--- config.mk ---
export PLATFORM = sky130hd
export DESIGN_NAME = escsw_top
export DESIGN_NICKNAME = d
export VERILOG_FILES = /design/src/escsw_pkg.sv /design/src/escsw_top.sv
export SDC_FILE = /design/constraint.sdc
export NUM_CORES = 1
export LEC_CHECK = 0
export BUFFER_PORTS_ARGS = -buffer_cell sky130_fd_sc_hd__buf_2
export CAP_MARGIN = 20
export CORE_MARGIN = 4
export CORE_UTILIZATION = 30
export DETAILED_ROUTE_END_ITERATION = 12
export GPL_TIMING_DRIVEN = 0
export PLACE_DENSITY_LB_ADDON = 0.2
export SLEW_MARGIN = 5
export SYNTH_ARGS = -nofsm -noshare
export SYNTH_HDL_FRONTEND = slang
export SYNTH_SLANG_ARGS = --single-unit
--- constraint.sdc ---
create_clock -name clk_sys -period 12.5 [get_ports clk_sys]
set_input_delay 2.5 -clock clk_sys [delete_from_list [all_inputs] [get_ports clk_sys]]
set_output_delay 2.5 -clock clk_sys [all_outputs]
set_load 0.01 [all_outputs]
--- src/escsw_pkg.sv ---
// Purpose: shared constants and carriers for the stream sideband framer
// Assumes: 32-bit stream buses, one clock for all buses
// Notes:   control and status transfers are six words each
`default_nettype none
package escsw_pkg;
  // flag nibble codes and position
  localparam logic [3:0] FLAG_NORMAL = 4'hA;
  localparam logic [3:0] FLAG_RXSTS  = 4'h5;
  localparam int         FLAG_LSB    = 28;
  // checksum select codes in control word 1
  localparam logic [1:0] CSUM_NONE    = 2'h0;
  localparam logic [1:0] CSUM_PARTIAL = 2'h1;
  localparam logic [1:0] CSUM_FULL    = 2'h2;
  // build option values for the offload engines
  localparam int OPT_TX_PARTIAL = 1;
  localparam int OPT_TX_FULL    = 2;
  localparam int OPT_RX_RAW     = 1;
  // word indices within a six-word sideband transfer
  localparam logic [2:0] WORD0    = 3'h0;
  localparam logic [2:0] WORD1    = 3'h1;
  localparam logic [2:0] WORD2    = 3'h2;
  localparam logic [2:0] WORD3    = 3'h3;
  localparam logic [2:0] WORD4    = 3'h4;
  localparam logic [2:0] WORD_END = 3'h5;
  // byte strobes
  localparam logic [3:0] KEEP_ALL = 4'hF;
  localparam logic [3:0] KEEP_1   = 4'h1;
  localparam logic [3:0] KEEP_2   = 4'h3;
  localparam logic [3:0] KEEP_3   = 4'h7;
  // transmit fifo shape
  localparam int TXF_DEPTH = 16;
  // per-frame transmit settings handed to the mac
  typedef struct packed {
    logic        partial;
    logic        full;
    logic        loopback;
    logic [15:0] startOff;
    logic [15:0] writeOff;
    logic [15:0] seed;
  } escsw_tx_info_s;
  // per-frame receive results from the mac
  typedef struct packed {
    logic [15:0] len;
    logic [15:0] mcastUpper;
    logic        mcastHit;
    logic [15:0] rawCsum;
  } escsw_rx_info_s;
  // one data beat
  typedef struct packed {
    logic [31:0] data;
    logic [3:0]  keep;
    logic        last;
  } escsw_beat_s;
endpackage
`default_nettype wire

--- src/escsw_top.sv ---
// Purpose: sideband control decode (tx) and status framing (rx) for 32-bit streams
// Assumes: all stream buses share clk_sys; checksum arithmetic lives in the mac
// Notes:   a 16-word fifo buffers transmit data toward the mac
// Operation
// - control word 0 top nibble gives type
// - control word 1 bits 1:0 select checksum
// - partial offload only with tx option 1
// - full offload only with tx option 2
// - word 2 upper half is checksum start
// - word 3 low half is checksum seed
// - flag 5 sends looped frame, ignores status
// - looped frames get no offload or vlan
// - receive status has one fixed format
// - status stream starts before data stream
// - status and data throttle independently
// - rx data waits until status fully taken
// - status transfer is exactly six words
// - rx option 0 zeroes word 4 low
// - rx option 1 reports raw checksum
// - word 5 low half is frame length
// - last data strobes packed from lsb
// - status word 0 flag nibble is 5
// - word 1 low holds multicast upper bits
// - control transfers are six words, 0-3 used
// - data waits for control, control waits data
// - unknown control flags are ignored
`timescale 1ns/1ns
`default_nettype none

// simple synchronous fifo, valid/ready on both sides
module escsw_fifo #(
  parameter int WIDTH = 37,
  parameter int DEPTH = 16
) (
  // clock and reset
  input  wire logic             clk_sys,
  input  wire logic             rst_b,
  // fill side
  input  wire logic [WIDTH-1:0] inData,
  input  wire logic             inValid,
  output logic                  inReady,
  // drain side
  output logic      [WIDTH-1:0] outData,
  output logic                  outValid,
  input  wire logic             outReady
);
  localparam int AW = $clog2(DEPTH);
  // pointers carry one extra wrap bit for honest full/empty
  typedef struct packed {
    logic [AW:0] wrPtr;
    logic [AW:0] rdPtr;
  } escsw_fifo_s;
  escsw_fifo_s             st;      // registered state
  escsw_fifo_s             nxt_st;  // next state
  logic        [WIDTH-1:0] mem [DEPTH];
  logic                    full;
  logic                    empty;
  logic                    push;
  logic                    pop;

  assign empty    = st.wrPtr == st.rdPtr;
  assign full     = (st.wrPtr[AW-1:0] == st.rdPtr[AW-1:0]) && (st.wrPtr[AW] != st.rdPtr[AW]);
  assign inReady  = !full;
  assign outValid = !empty;
  assign outData  = mem[st.rdPtr[AW-1:0]];
  assign push     = inValid && !full;
  assign pop      = outReady && !empty;

  // pointer advance
  always_comb begin
    nxt_st = st;
    if (push) begin
      nxt_st.wrPtr = st.wrPtr + 1'b1;
    end
    if (pop) begin
      nxt_st.rdPtr = st.rdPtr + 1'b1;
    end
  end

  // state register
  always_ff @(posedge clk_sys or negedge rst_b) begin
    if (!rst_b) begin
      st <= '0;
    end else begin
      st <= nxt_st;
    end
  end

  // storage has no reset; only written words are ever read
  always_ff @(posedge clk_sys) begin
    if (push) begin
      mem[st.wrPtr[AW-1:0]] <= inData;
    end
  end
endmodule

module escsw_top
  import escsw_pkg::*;
#(
  parameter int TX_OFFLOAD_BUILD_OPTION = 0,
  parameter int RX_OFFLOAD_BUILD_OPTION = 0
) (
  // clock and reset
  input  wire logic                     clk_sys,
  input  wire logic                     rst_b,
  // transmit control stream in
  input  wire logic [31:0]              txcTdata,
  input  wire logic                     txcTvalid,
  input  wire logic                     txcTlast,
  output logic                          txcTready,
  // transmit data stream in
  input  wire logic [31:0]              txdTdata,
  input  wire logic [3:0]               txdTkeep,
  input  wire logic                     txdTvalid,
  input  wire logic                     txdTlast,
  output logic                          txdTready,
  // transmit frame toward the mac
  output escsw_pkg::escsw_beat_s        macTxBeat,
  output logic                          macTxValid,
  input  wire logic                     macTxReady,
  output escsw_pkg::escsw_tx_info_s     macTxInfo,
  // receive results and data from the mac
  input  wire escsw_pkg::escsw_rx_info_s rxInfo,
  input  wire logic                     rxInfoValid,
  output logic                          rxInfoReady,
  input  wire logic [31:0]              rxInData,
  input  wire logic                     rxInValid,
  input  wire logic                     rxInLast,
  output logic                          rxInReady,
  // receive status stream out
  output logic [31:0]                   rxsTdata,
  output logic                          rxsTvalid,
  output logic                          rxsTlast,
  input  wire logic                     rxsTready,
  // receive data stream out
  output logic [31:0]                   rxdTdata,
  output logic [3:0]                    rxdTkeep,
  output logic                          rxdTvalid,
  output logic                          rxdTlast,
  input  wire logic                     rxdTready
);
  import escsw_pkg::*;

  // one-hot sequencers
  typedef enum logic [1:0] {TX_CTRL = 2'b01, TX_DATA = 2'b10} escsw_tx_e;
  typedef enum logic [2:0] {RX_IDLE = 3'b001, RX_STS = 3'b010, RX_DATA = 3'b100} escsw_rx_e;

  typedef struct packed {
    escsw_tx_e      txState;
    logic [2:0]     ctrlCnt;   // control word index
    logic [3:0]     flag;      // flag of control in flight
    logic [1:0]     sel;       // checksum select
    logic [15:0]    startOff;
    logic [15:0]    writeOff;
    logic [15:0]    seed;
    escsw_tx_info_s info;      // published frame settings
    escsw_rx_e      rxState;
    logic [2:0]     stsCnt;    // status word index
    escsw_rx_info_s rx;        // captured receive results
    logic [31:0]    stsData;
    logic           stsValid;
    escsw_beat_s    rxd;
    logic           rxdValid;
  } escsw_top_s;

  localparam escsw_top_s ST_RESET = '{txState: TX_CTRL, rxState: RX_IDLE, default: '0};

  escsw_top_s  st;          // registered state
  escsw_top_s  nxt_st;      // next state
  escsw_beat_s fifoIn;
  logic        fifoInReady;
  logic        ctrlTake;
  logic        dataTake;
  logic        rxTake;
  logic [3:0]  flagNow;

  // strobes on the final beat from the low length bits
  function automatic logic [3:0] keepFromLen(input logic [1:0] lenLo);
    unique case (lenLo)
      2'h1:    keepFromLen = KEEP_1;
      2'h2:    keepFromLen = KEEP_2;
      2'h3:    keepFromLen = KEEP_3;
      default: keepFromLen = KEEP_ALL;
    endcase
  endfunction

  // the one status layout; reserved fields drive zero
  function automatic logic [31:0] stsWord(input logic [2:0] idx, input escsw_rx_info_s r);
    stsWord = '0;
    unique case (idx)
      WORD0:   stsWord[31:FLAG_LSB] = FLAG_RXSTS;
      WORD1:   stsWord[15:0] = r.mcastUpper;
      WORD2:   stsWord[0] = r.mcastHit;
      WORD4:   stsWord[15:0] = (RX_OFFLOAD_BUILD_OPTION == OPT_RX_RAW) ? r.rawCsum : '0;
      WORD_END: stsWord[15:0] = r.len;
      default: stsWord = '0;
    endcase
  endfunction

  // handshakes
  assign txcTready   = st.txState == TX_DATA ? 1'b0 : 1'b1;
  assign txdTready   = (st.txState == TX_DATA) && fifoInReady;
  assign ctrlTake    = txcTvalid && txcTready;
  assign dataTake    = txdTvalid && txdTready;
  assign flagNow     = (st.ctrlCnt == WORD0) ? txcTdata[31:FLAG_LSB] : st.flag;
  assign rxInfoReady = st.rxState == RX_IDLE;
  // data leaves only after the whole status transfer is taken
  // a beat of the next frame must not slip in behind the held last beat
  assign rxInReady   = (st.rxState == RX_DATA)
                       && (!st.rxdValid || (rxdTready && !st.rxd.last));
  assign rxTake      = rxInValid && rxInReady;
  assign macTxInfo   = st.info;
  assign rxsTdata    = st.stsData;
  assign rxsTvalid   = st.stsValid;
  assign rxsTlast    = st.stsValid && (st.stsCnt == WORD_END);
  assign rxdTdata    = st.rxd.data;
  assign rxdTkeep    = st.rxd.keep;
  assign rxdTlast    = st.rxd.last;
  assign rxdTvalid   = st.rxdValid;
  // mac ignores tx keep except on the last beat, passed as given
  assign fifoIn      = '{data: txdTdata, keep: txdTkeep, last: txdTlast};

  // next-state logic for both directions
  always_comb begin
    nxt_st = st;
    // transmit control decode
    unique case (st.txState)
      TX_CTRL: begin
        if (ctrlTake) begin
          if (st.ctrlCnt != WORD_END) begin
            nxt_st.ctrlCnt = st.ctrlCnt + 3'h1;
          end
          // words past 3 are accepted and dropped
          unique case (st.ctrlCnt)
            WORD0: nxt_st.flag = txcTdata[31:FLAG_LSB];
            WORD1: nxt_st.sel = txcTdata[1:0];
            WORD2: begin
              nxt_st.startOff = txcTdata[31:16];
              nxt_st.writeOff = txcTdata[15:0];
            end
            WORD3: nxt_st.seed = txcTdata[15:0];
            default: nxt_st.seed = st.seed;
          endcase
          if (txcTlast) begin
            nxt_st.ctrlCnt = WORD0;
            if (flagNow == FLAG_NORMAL || flagNow == FLAG_RXSTS) begin
              nxt_st.txState = TX_DATA;
              nxt_st.info.loopback = flagNow == FLAG_RXSTS;
              // looped frames never get offload
              // a short transfer publishes what it brought, including this word
              nxt_st.info.partial = flagNow == FLAG_NORMAL && nxt_st.sel == CSUM_PARTIAL
                                    && TX_OFFLOAD_BUILD_OPTION == OPT_TX_PARTIAL;
              nxt_st.info.full = flagNow == FLAG_NORMAL && nxt_st.sel == CSUM_FULL
                                 && TX_OFFLOAD_BUILD_OPTION == OPT_TX_FULL;
              nxt_st.info.startOff = nxt_st.startOff;
              nxt_st.info.writeOff = nxt_st.writeOff;
              nxt_st.info.seed = nxt_st.seed;
            end
          end
        end
      end
      TX_DATA: begin
        if (dataTake && txdTlast) begin
          nxt_st.txState = TX_CTRL;
        end
      end
      default: nxt_st.txState = TX_CTRL;
    endcase
    // receive status then data
    unique case (st.rxState)
      RX_IDLE: begin
        if (rxInfoValid) begin
          nxt_st.rx = rxInfo;
          nxt_st.stsCnt = WORD0;
          nxt_st.stsData = stsWord(WORD0, rxInfo);
          nxt_st.stsValid = 1'b1;
          nxt_st.rxState = RX_STS;
        end
      end
      RX_STS: begin
        // only the status ready throttles this phase
        if (st.stsValid && rxsTready) begin
          if (st.stsCnt == WORD_END) begin
            nxt_st.stsValid = 1'b0;
            nxt_st.rxState = RX_DATA;
          end else begin
            nxt_st.stsCnt = st.stsCnt + 3'h1;
            nxt_st.stsData = stsWord(st.stsCnt + 3'h1, st.rx);
          end
        end
      end
      RX_DATA: begin
        // output stage throttled only by the data ready
        if (st.rxdValid && rxdTready) begin
          nxt_st.rxdValid = 1'b0;
          if (st.rxd.last) begin
            nxt_st.rxState = RX_IDLE;
          end
        end
        if (rxTake) begin
          nxt_st.rxdValid = 1'b1;
          nxt_st.rxd.data = rxInData;
          nxt_st.rxd.last = rxInLast;
          nxt_st.rxd.keep = rxInLast ? keepFromLen(st.rx.len[1:0]) : KEEP_ALL;
        end
      end
      default: nxt_st.rxState = RX_IDLE;
    endcase
  end

  // state register
  always_ff @(posedge clk_sys or negedge rst_b) begin
    if (!rst_b) begin
      st <= ST_RESET;
    end else begin
      st <= nxt_st;
    end
  end

  // transmit data buffer toward the mac
  escsw_fifo #(.WIDTH($bits(escsw_beat_s)), .DEPTH(TXF_DEPTH)) u_txFifo (
    .clk_sys  (clk_sys),
    .rst_b    (rst_b),
    .inData   (fifoIn),
    .inValid  (txdTvalid && st.txState == TX_DATA),
    .inReady  (fifoInReady),
    .outData  (macTxBeat),
    .outValid (macTxValid),
    .outReady (macTxReady)
  );

  // checks
  a_txd_gated: assert property (@(posedge clk_sys) disable iff (!rst_b)
    txdTready |-> (st.txState == TX_DATA) && !txcTready)
    else $error("tx data ready outside data phase");
  a_bad_flag_drop: assert property (@(posedge clk_sys) disable iff (!rst_b)
    ctrlTake && txcTlast && flagNow != FLAG_NORMAL && flagNow != FLAG_RXSTS
    |=> st.txState == TX_CTRL && txcTready)
    else $error("reserved control flag not ignored");
  a_partial_opt: assert property (@(posedge clk_sys) disable iff (!rst_b)
    macTxInfo.partial |-> TX_OFFLOAD_BUILD_OPTION == OPT_TX_PARTIAL && !macTxInfo.loopback)
    else $error("partial offload without build option");
  a_full_opt: assert property (@(posedge clk_sys) disable iff (!rst_b)
    macTxInfo.full |-> TX_OFFLOAD_BUILD_OPTION == OPT_TX_FULL && !macTxInfo.partial)
    else $error("full offload without build option");
  a_loop_plain: assert property (@(posedge clk_sys) disable iff (!rst_b)
    ctrlTake && txcTlast && flagNow == FLAG_RXSTS
    |=> macTxInfo.loopback && !macTxInfo.partial && !macTxInfo.full)
    else $error("looped frame got offload");
  a_sts_flag: assert property (@(posedge clk_sys) disable iff (!rst_b)
    rxsTvalid && st.stsCnt == WORD0 |-> rxsTdata[31:FLAG_LSB] == FLAG_RXSTS)
    else $error("status flag nibble wrong");
  a_sts_six: assert property (@(posedge clk_sys) disable iff (!rst_b)
    rxInfoValid && rxInfoReady ##1 rxsTready [*6]
    |=> !rxsTvalid && $past(rxsTlast) && !$past(rxsTlast, 2))
    else $error("status not six words");
  a_sts_hold: assert property (@(posedge clk_sys) disable iff (!rst_b)
    rxsTvalid && !rxsTready |=> rxsTvalid && $stable(rxsTdata))
    else $error("status dropped under back-pressure");
  a_data_after: assert property (@(posedge clk_sys) disable iff (!rst_b)
    rxInReady |-> !rxsTvalid && st.rxState == RX_DATA)
    else $error("rx data moved before status done");
  a_csum_zero: assert property (@(posedge clk_sys) disable iff (!rst_b)
    rxsTvalid && st.stsCnt == WORD4 && RX_OFFLOAD_BUILD_OPTION == 0 |-> rxsTdata[15:0] == 16'h0)
    else $error("checksum word not zero");
  a_len_word: assert property (@(posedge clk_sys) disable iff (!rst_b)
    rxsTlast |-> rxsTdata[15:0] == st.rx.len)
    else $error("length word mismatch");
  a_last_keep: assert property (@(posedge clk_sys) disable iff (!rst_b)
    rxdTvalid && rxdTlast |-> rxdTkeep == keepFromLen(st.rx.len[1:0]))
    else $error("last strobes wrong");
endmodule
`default_nettype wire

==> summary.md, run 1 <==
| Metric | Value |
|---|---|
| Yosys warns | 0 |
| DP Cell Count | 3,381 |
| Reg2Reg Capture Point | u_txFifo.mem[0][8]$_DFFE_PP_ |
| Grt met2 use | between 20% and 30% |
| Crit-path slowest cell | clkbuf_1 |
| CP most frequent cell | buf_2 |
| Root buffer cell | clkbuf_16 |
| Post-CTS Resized | 0 |
| RSZ-0062 raised after global routing | no |
| Syn Std Cell Area | ~0.033 mm2 |
| Sequential-to-total area share from yosys stat | 70.8% |
| Setup TNS | 0 ns |
| PD cells | 212 mW/mm2 |
| Clock insertion delay at the later pin of the skew report | 0.67 ns |
| Slew @ Worst Pin | 1.07 ns |
| Setup Viol. Count Final | 0 |
| Run status | finished clean |
| DRC viols | 0 |
| Crit path cell chain | buf_2 > buf_2 > clkbuf_1 > mux4_2 > mux4_2 > buf_2 |
| Area growth syn-to-layout | 21.2% |
| CTS H-tree depth | 3 |
| Worst Setup Start Kind | register |
| Arr. time, crit path | 3.51 ns |
| IR Drop Worst-Case VDD | 0.144 mV |
| Crit path capture type | output pin |
| CTS tree | built |
| Setup Fix Bufs, Post-CTS | 0 |
| Final antenna-violating net count | 0 |
| DR WL/cell | 22.8 um |
| DRT iter0 DRCs | roughly 960 |
| Clock Skews | roughly 0.045 ns |
| Pins Over Slew Limit | 0 |
| Share of layout cells above drive strength 1 | 46.2% |
| Met3 Use GR | 3.34% |
| Largest net degree at the start of global routing | 100 |
| Layout Nets | 2,247 |
| Top-Level Pins | 326 |
| Hold Path End | rxdTkeep[0]$_DFFE_PN0P_ |
| Clock Pin Slew Worst Setup and Hold Paths | 0.06 ns |
| Hold_buf cts | 0 |
| Clk buf depth | 3 |
| Synth area leader | edfxtp_1 |
| CP Class | register to output pin |
| DR vias/cell | 4.65 |
| Flop-to-flop setup slack | 9.27 ns |
| Hold WC Path Type | register to register |
| Global route total overflow | 0 |
| Minimum hold slack | 0.464 ns |
| Final min period | about 6.0 ns |
| # Max-Cap Violations | 0 |
| DP HPWL | 53.7 mm |
| HP Start | rxdTkeep[0]$_DFFE_PN0P_ |
| Yosys cell types | 49 |
| Post-Syn Instances | about 1,600 |
| Starting Density | 30.3% |
| Routability congestion estimate | 0.730 |
| Die Span Y | 337 um |
| R2R cell count | 10 |
| Met1 usage | between 10% and 20% |
| CTS Sinks | ~800 |
| Launch point of the worst path | u_txFifo.st[1]$_DFFE_PN0P_ |
| Mean Syn Cell Area | 19.9 um2 |
| # rows | 120 |
| Final hold violation count | 0 |
| Die Wd | 337 um |
| Total Routing Usage GR | 14.0% |
| Worst Path Max Fanout | 10 |
| Post-Route WL | roughly 81 mm |
| Relative slew slack | 28.6% |
| CP required | 10.00 ns |
| Final Instance Count excl. Fillers | 3,552 |
| Top-area cell type share of the netlist area | 54.6% |
| Hold path depth | 1 |
| Tcrit/Tclk final | roughly 48% |
| Antenna violations before repair | 15 |
| Core area | about 0.11 mm2 |
| Max frequency | ~170 MHz |
| Synth Register Bits | between 800 and 900 |
| Global-route wire length before repair | 117 mm |
| Synth top area cells | edfxtp_1, dfrtp_1, mux4_2 |
| Vias in the first global route | approximately 17,000 |
| Post-layout util | a little under two fifths |
| First-pass DRT Iterations | 5 |
| Routed vias | 16,500 |
| Cts bufs inserted | 89 |
| Reg2reg start | u_txFifo.st[2]$_DFFE_PN0P_ |
| Gr busiest metal | met2 |
| Leakage | 14.8 nW |
| Buffers on Ports | 293 |
| Full die area | between 0.1 and 0.15 mm2 |
| Crit-path max cell delay | approximately 0.73 ns |
-- final cells by class --
type | count | area, um2
inverters | 15 | 56.3
multi-input cells | 637 | 8290
clock inverters | 45 | 420
flip-flops and latches | 803 | 23100
clock buffers | 121 | 2400
diodes | 5 | 12.5
plain buffers | 194 | 1320
fillers | 9940 | 67900
repair buffers | 329 | 2150
well taps | 1403 | 1760
-- kinds of logic (layout without fill, tap and decap cells) --
kind of cell	count (synthesis)	after routing	share of synthesized area, %
flip-flops	803	803	70.8
AO/OA/AOI/OAI	64	64	1.16
buffers and inverters	209	704	4.23
XOR/XNOR	14	14	0.377
adder cells (fa/ha/maj)	17	17	0.653
other	1	21	0.0115
AND/OR/NAND/NOR	116	116	1.74
multiplexers	410	410	21.0
-- layout by cell type (no fill, tap or decap), drive strengths merged, types with 4 or more instances in the layout --
cell / instances
nand4: 4
nand2b: 8
inv: 17
clkinv: 37
mux2: 210
ha: 17
nor4bb: 4
nand2: 42
o22ai: 4
o21ai: 34
edfxtp: 592
conb: 16
dfrtp: 209
a21oi: 9
mux2i: 15
xnor2: 9
diode: 5
xor2: 5
a31oi: 5
buf: 490
nor2: 27
clkbuf: 154
nand3: 13
mux4: 185
-- where the power goes --
part	total, mW	switching (mW)	internal (mW)
Sequential	3.28	0.148	3.13
Clock	2.51	1.08	1.42
Combinational	2.59	1.23	1.36
Total	8.38	2.46	5.91
-- critical path: cells and delay by family, from the launching register on --
family,cells,cell delay [ns]
buffers and inverters,4,1.52
muxes,2,0.99
DFF,1,0.35
-- per-stage QoR --
step           setup slack [ns]  total power [mW]  cell area [um2]
2_1_floorplan              6.59              5.09            32600
3_3_place_gp               2.53              5.94            35800
3_5_place_dp               7.02              6.01            36600
4_1_cts                    6.35              8.56            39500
5_1_grt                    6.34              8.83            39500
6_report                   6.49              8.38            39500
-- worst max-delay path by stage --
stage                                               end  slack (ns)  cells after the start
after global placement    u_txFifo.mem[0][23]$_DFFE_PP_        2.53                      4
after global routing                      macTxBeat[34]        6.34                      6
after CTS                                 macTxBeat[34]        6.35                      6
after detailed placement                      rxInReady        7.02                      4
after floorplan            u_txFifo.mem[0][0]$_DFFE_PP_        6.59                      3
final                                     macTxBeat[34]        6.49                      6
-- cells in the mapped netlist, drive strengths merged --
master and instances:
edfxtp 592, mux2 210, dfrtp 209, mux4 185, buf 161, nand2 42, o21ai 34, clkbuf 33
nor2 27, ha 17, inv 15, mux2i 15, nand3 13, a21oi 9, xnor2 9, nand2b 8
a31oi 5, xor2 5, nand4 4, nor4bb 4, o22ai 4, a21o 3, and3 3, nor2b 3
o21a 3, and2 2, and4 2, dfstp 2, nand3b 2, nor3 2, a211o 1, a22o 1
a32o 1, a32oi 1, and3b 1, conb 1, nor3b 1, o22a 1, o31ai 1, or2 1
or3b 1
-- registers in the layout, summed over array words and instances, names as in the netlist --
name and cells:
u_txFifo.mem 592, st 96, macTxInfo 49, rxdTdata 32
rxsTdata 17, u_txFifo.st 10, rxdTkeep 4, rxdTlast 1
rxdTvalid 1, rxsTvalid 1
-- metal layers --
layer	vias up	wire, um
met1	8760	35000
met4	8	1600
met2	424	39500
li1	7215	-
met5	-	44
met3	119	4730
No activity file was read; power rests on OpenSTA's default activity.
==> inputs of run 2 (changes only) <==
Settings changed: ABC_AREA set to 1.
Clock period 12.5 ns to 5.84 ns, I/O delays scaled along.
==> run 2 against run 1 <==
- total power rose by 130%
- wire length up 33%
- register-to-register slack lost 6.9 ns
- critical endpoint is now macTxBeat[32]
- synthesized cell count is 82% higher
- via count rose by 42%
- non-clock buffer count grew 94
==> summary.md, run 2 <==
| Metric | Value |
|---|---|
| R2R cell count | 12 (+2) |
| Final min period | 4.57 ns |
| Register area | 0.0231 mm2 (unchanged) |
| Hold_buf cts | 0 (unchanged) |
| Pins Over Slew Limit | 0 (unchanged) |
| Worst Setup Start Kind | register |
| Crit path cell chain | buf_4 > buf_2 > clkbuf_1 > o21ai_0 > o211ai_1 > nand3_1 > nand2_1 > buf_2 |
| CP endpoint | macTxBeat[32] |
| Layout Nets | 3,581 (+59%) |
| Total Routing Usage GR | 17.8% (+3.8 points) |
| Final hold violation count | 0 (unchanged) |
| Vias in the first global route | 22,800 (+32%) |
| IR Drop Worst-Case VDD | 0.296 mV (+110%) |
| # Max-Cap Violations | 0 (unchanged) |
| Starting Density | 30.3% (-0.031 points) |
| CP required | 4.67 ns (-5.33 ns) |
| CTS Sinks | 803 (unchanged) |
| RSZ-0062 raised after global routing | no |
| Run status | finished clean |
| Die Wd | 343 um (+1.6%) |
| Leading cell types in the layout, fill and taps excluded | edfxtp_1, nand2_1, o21ai_0 |
| Arr. time, crit path | 3.40 ns (-0.11 ns) |
| # rows | 122 (+1.7%) |
| Die Span Y | 343 um (+1.6%) |
| Top-count cell post-synth | edfxtp_1 |
| Sequential-to-total area share from yosys stat | 68.6% (-2.2 points) |
| Mean Syn Cell Area | 11.3 um2 (-43%) |
| First-pass DRT Iterations | 7 (+2) |
| Synth top area cells | edfxtp_1, dfrtp_1, o21ai_0 |
| CP most frequent cell | buf_2 |
| DRT iter0 DRCs | 1,882 (+97%) |
| Crit-path max cell delay | 0.52 ns (-0.21 ns) |
| Leakage | 16.0 nW (+8.3%) |
| Slew @ Worst Pin | 1.08 ns (+0.00778 ns) |
| Clk buf depth | 3 (unchanged) |
| DR WL/cell | 21.7 um (-4.8%) |
| Cts bufs inserted | 90 (+1.1%) |
| Yosys warns | 0 (unchanged) |
| Reg2Reg Capture Point | u_txFifo.mem[7][12]$_DFFE_PP_ |
| Number of synthesized flops with an enable pin | 592 (unchanged) |
| Full die area | 0.118 mm2 (+3.2%) |
| Final instance area | 0.0406 mm2 (+3.0%) |
| Hold WC Path Type | input port to async pin |
| PD cells | 479 mW/mm2 (+130%) |
| Clock Pin Slew Worst Setup and Hold Paths | 0.06 ns (about the same) |
| Syn Std Cell Area | 0.0336 mm2 (+3.3%) |
| Post-Syn Instances | 2,973 (+82%) |
| Top-Level Pins | 326 (unchanged) |
| Most common library cells after synthesis | edfxtp_1, nand2_1, nor2_1, o21ai_0, dfrtp_1 |
| DRC viols | 0 (unchanged) |
| Root buffer cell | clkbuf_16 |
| Clock insertion delay at the later pin of the skew report | 0.67 ns (about the same) |
| Routed vias | 23,500 (+42%) |
| CTS H-tree depth | 3 (unchanged) |
| CTS tree | built |
| Multi-input gate area | 0.00836 mm2 (+0.77%) |
| Largest net degree at the start of global routing | 89 (-11%) |
| Final worst setup slack | 1.27 ns (-5.22 ns) |
| Worst Path Max Fanout | 10 (unchanged) |
| Top-area cell type share of the netlist area | 52.9% (-1.7 points) |
| Antenna violations before repair | 6 (-9) |
| Relative slew slack | 28.1% (-0.52 points) |
| # fillers | 11,000 (+11%) |
| Reg2reg start | u_txFifo.st[0]$_DFFE_PN0P_ |
| Area growth syn-to-layout | 20.9% |
| CP Depth | 8 (+2) |
| Worst slack at placement | 1.92 ns (-5.10 ns) |
| Global-route wire length before repair | 155 mm (+32%) |
| Asr flop ratio synth | 26.3% (unchanged) |
| Share of layout cells above drive strength 1 | 20.0% (-26 points) |
| Crit-path slowest cell | dfrtp_1 |
| Max frequency | 219 MHz |
| Tcrit/Tclk final | about four fifths |
| Top Family by Delay on Critical Path | buffers and inverters |
| Most common cell after layout, fill and taps aside | edfxtp_1 |
| Synth area leader | edfxtp_1 |
| Final antenna-violating net count | 0 (unchanged) |
| Post-Route WL | 108 mm (+33%) |
| Setup Fix Bufs, Post-CTS | 0 (unchanged) |
| Post-CTS Resized | 0 (unchanged) |
| Buffers on Ports | 293 (unchanged) |
| Launch point of the worst path | u_txFifo.st[0]$_DFFE_PN0P_ |
| Max reg flops | 592 (unchanged) |
| Synth Register Bits | 803 (unchanged) |
| DR vias/cell | 4.73 (+1.7%) |
| Yosys cell types | 41 (-16%) |
| Global route total overflow | 0 (unchanged) |
| Area after DPL | 0.0379 mm2 (+3.4%) |
| Top_reg_cell synth | edfxtp_1 |
| CP Buf/Inv Count | 4 (unchanged) |
| Core area | 0.111 mm2 (+3.4%) |
| Flop-to-flop setup slack | 2.42 ns (-6.85 ns) |
| Routability congestion estimate | 0.770 (+5.5%) |
| DP HPWL | 72.3 mm (+35%) |
| CP Class | register to output pin |
| Setup Viol. Count Final | 0 (unchanged) |
| Clock Skews | 0.0201 ns (-0.0253 ns) |
| Crit path capture type | output pin |
-- run 2: how the worst min path moves through the flow --
stage	depth (start not counted)	end	startpoint	slack, ns
4_1_cts	1	rxdTdata[15]$_DFFE_PN0P_	rst_b	0.36
6_report	1	rxdTlast$_DFFE_PN0P_	rst_b	0.40
3_3_place_gp	1	rxdTkeep[0]$_DFFE_PN0P_	rxdTkeep[0]$_DFFE_PN0P_	0.46
3_5_place_dp	1	rxdTkeep[0]$_DFFE_PN0P_	rxdTkeep[0]$_DFFE_PN0P_	0.45
2_1_floorplan	1	rxdTkeep[0]$_DFFE_PN0P_	rxdTkeep[0]$_DFFE_PN0P_	0.44
5_1_grt	1	rxdTlast$_DFFE_PN0P_	rst_b	0.38
-- run 2: metrics by stage --
step                      utilization [%]  instances  total power, mW  hold slack [ns]  TNS (ns)
after floorplan                         -       2988             11.2            0.441         0
after global placement               33.4       4769             14.2            0.457   -287.32
after detailed placement             34.1       4798             14.3            0.454         0
after CTS                            36.6       4958             19.7            0.359         0
after global routing                 36.6       4959             20.6            0.378         0
final                                36.6       4961             19.5            0.399         0
-- run 2: cell type report --
type	count	area share [%]
timing repair buffer	323	5.46
antenna	2	0.0123
clock inverter	30	0.668
clock buffer	130	6.11
buffer	294	4.20
tap	1488	4.58
inverter	181	1.68
multi-input combinational	1710	20.6
sequential	803	56.7
-- run 2: routing by layer --
layer / GRT usage (%) / up-vias / wire (um)
li1: - / 11000 / -
met1: 24.1 / 11500 / 46900
met2: 29.7 / 795 / 50800
met3: 3.11 / 173 / 7250
met4: 4.73 / 4 / 2570
met5: 0 / - / 32
-- run 2: where the power goes --
group          switching [mW]  total, mW  internal (mW)
registers               0.294       7.00           6.71
logic                    4.76       7.05           2.29
clock network            2.33       5.41           3.08
total                    7.38       19.5           12.1
-- run 2: kinds of logic after synthesis --
family | after synthesis | share of synthesized area (%)
other | 1 | 0.0112
AO/OA/AOI/OAI | 676 | 11.2
buffers and inverters | 475 | 7.10
adder cells (fa/ha/maj) | 17 | 0.633
AND/OR/NAND/NOR | 977 | 11.7
XOR/XNOR | 8 | 0.208
multiplexers | 16 | 0.536
flip-flops | 803 | 68.6
==> inputs of run 3 (changes only) <==
Settings changed: ABC_AREA 1 to 0.
Clock period 5.84 ns to 4 ns, I/O delays scaled along.
==> run 3 against run 2 <==
- sequential share of layout area rose by 0.97 points
- clock skew down 0.0011 ns
- largest power group is now sequential cells
- critical path type unchanged
- highest routed layer unchanged
- global-route usage down 3.6 points
- non-clock buffer count decreased by 93
- die area shrank 3.1%
- via count is 29% lower
==> summary.md, run 3 (synthesized netlist as in run 1, its figures left out) <==
| Metric | Value |
|---|---|
| Antenna violations before repair | 13 (+7) |
| Final min period | 3.87 ns |
| Slew @ Worst Pin | 0.973 ns (-0.106 ns) |
| Final antenna-violating net count | 0 (unchanged) |
| Max reg flops | 592 (unchanged) |
| Buffers on Ports | 293 (unchanged) |
| Clock Pin Slew Worst Setup and Hold Paths | 0.06 ns (about the same) |
| Setup Viol. Count Final | 0 (unchanged) |
| CTS tree | built |
| Routability congestion estimate | 0.738 (-4.2%) |
| Int Power | 19.2 mW (+59%) |
| Leakage | 15.0 nW (-6.1%) |
| Clock insertion delay at the later pin of the skew report | 0.66 ns (about the same) |
| Layout Nets | 2,250 (-37%) |
| Switch share | 28.9% (-9.0 points) |
| RSZ-0062 raised after global routing | no |
| # rows | 120 (-1.6%) |
| Area growth syn-to-layout | 22.7% |
| Max frequency | 259 MHz |
| Vias in the first global route | 17,600 (-23%) |
| Share of layout cells above drive strength 1 | 47.9% (+28 points) |
| Die Wd | 337 um (-1.6%) |
| Final hold violation count | 0 (unchanged) |
| Routed vias | 16,600 (-29%) |
| Global-route wire length before repair | 118 mm (-24%) |
| Clk buf depth | 3 (unchanged) |
| CP Class | register to output pin |
| Root buffer cell | clkbuf_16 |
| Arr. time, crit path | 3.07 ns (-0.33 ns) |
| CP required | 3.20 ns (-1.47 ns) |
| Worst Path Max Fanout | 10 (unchanged) |
| DP HPWL | 54.3 mm (-25%) |
| Clock power share | 31.9% (+4.1 points) |
| # Max-Cap Violations | 0 (unchanged) |
| Pins Over Slew Limit | 0 (unchanged) |
| Tcrit/Tclk final | 96.6% |
| PD cells | 676 mW/mm2 (+41%) |
| CTS H-tree depth | 3 (unchanged) |
| Reg power frac | 38.0% (+2.0 points) |
| CTS Sinks | 803 (unchanged) |
| Setup Fix Bufs, Post-CTS | 0 (unchanged) |
| Setup TNS | 0 ns (unchanged) |
| Clock Skews | 0.0190 ns (-0.00112 ns) |
| Minimum hold slack | 0.0583 ns (-0.341 ns) |
| IR Drop Worst-Case VDD | 0.383 mV (+29%) |
| Pwr Total | 27.0 mW (+39%) |
| Cts bufs inserted | 91 (+1.1%) |
| Top-Level Pins | 326 (unchanged) |
| Crit path capture type | output pin |
| Run status | finished clean |
| First-pass DRT Iterations | 5 (-2) |
| Total Routing Usage GR | 14.2% (-3.6 points) |
| Most common cell after layout, fill and taps aside | edfxtp_1 |
| Global route total overflow | 0 (unchanged) |
| Post-layout util | 37.2% (+0.60 points) |
| Comb pwr share | 30.2% (-6.0 points) |
| DR vias/cell | 4.66 (-1.5%) |
| Leading cell types in the layout, fill and taps excluded | edfxtp_1, buf_2, dfrtp_1 |
| Starting Density | 30.3% (+0.031 points) |
| Worst Setup Start Kind | register |
| Core area | 0.107 mm2 (-3.3%) |
| P_sw | 7.82 mW (+6.0%) |
| Relative slew slack | 35.2% (+7.1 points) |
| Largest net degree at the start of global routing | 98 (+10%) |
| Full die area | 0.114 mm2 (-3.1%) |
| DRT iter0 DRCs | 978 (-48%) |
| Die Span Y | 337 um (-1.6%) |
| Post-Route WL | 81.5 mm (-24%) |
| DR WL/cell | 22.9 um (+5.8%) |
| Hold WC Path Type | input port to async pin |
| DRC viols | 0 (unchanged) |
[run 3: cell count changes in the layout (fill, tap and decap cells not counted), sizes merged, moves of 104 or more]
cell / previous run / this run
nand2: 428 / 42
nor2: 395 / 27
nand3: 145 / 13
mux4: 0 / 185
o211ai: 148 / 0
mux2: 16 / 210
inv: 183 / 20
a21oi: 113 / 9
o21ai: 410 / 34
[run 3: final timing paths]
check | startpoint | endpoint | slack [ns] | cells past startpoint
worst max-delay path | u_txFifo.st[1]$_DFFE_PN0P_ | macTxBeat[27] | 0.13 | 5
worst min-delay path | rst_b | st[186]$_DFFE_PN0P_ | 0.06 | 1
worst max register to register | u_txFifo.st[2]$_DFFE_PN0P_ | u_txFifo.mem[2][8]$_DFFE_PP_ | 0.77 | 9
worst min register to register | rxdTkeep[0]$_DFFE_PN0P_ | rxdTkeep[0]$_DFFE_PN0P_ | 0.46 | 1
max in group asynchronous | rst_b | st[111]$_DFFE_PN0P_ | 3.08 | 2
min in group clk_sys | rxInData[13] | rxdTdata[13]$_DFFE_PN0P_ | 0.36 | 2
[run 3: stage by stage]
step	instances	worst slack, ns	cell area (um2)
after floorplan	1649	0.584	32600
after global placement	3345	-2.19	35900
after detailed placement	3381	0.394	36800
after CTS	3548	0.00860	39900
after global routing	3550	0.00606	39900
final	3555	0.135	40000
[run 3: per-layer routing]
layer / track usage, % / routed length, um
met1: 18.8 / 35300
met2: 23.8 / 40000
met3: 3.07 / 4460
met4: 4.05 / 1780
met5: 0 / 47
[run 3: final cells by class]
class | count | area, um2
Antenna cell | 6 | 15.0
Multi-Input combinational cell | 637 | 8310
Clock buffer | 107 | 2390
Sequential cell | 803 | 23100
Inverter | 15 | 56.3
Clock inverter | 60 | 726
Fill cell | 9926 | 67400
Tap cell | 1403 | 1760
Timing Repair Buffer | 330 | 2300
Buffer | 194 | 1350
[run 3: critical path: stages (launching register included)]
cell	delay (ns)
dfrtp_1	0.35
buf_2	0.24
clkbuf_1	0.70
mux4_2	0.41
mux4_2	0.52
buf_2	0.17
[run 3: repair_timing]
action                     in CTS  in global routing
setup endpoints to repair      37                  8
hold buffers                    0                  0
cloned                          0                  0
resized for setup              21                 13
[run 3: power by group through the flow]
stage	clock [mW]	combinational, mW	sequential [mW]
4_1_cts	8.88	8.39	10.3
3_5_place_dp	0	8.36	10.4
6_report	8.61	8.15	10.3
3_3_place_gp	0	8.22	10.4
5_1_grt	9.25	8.86	10.4
2_1_floorplan	0	5.63	10.3
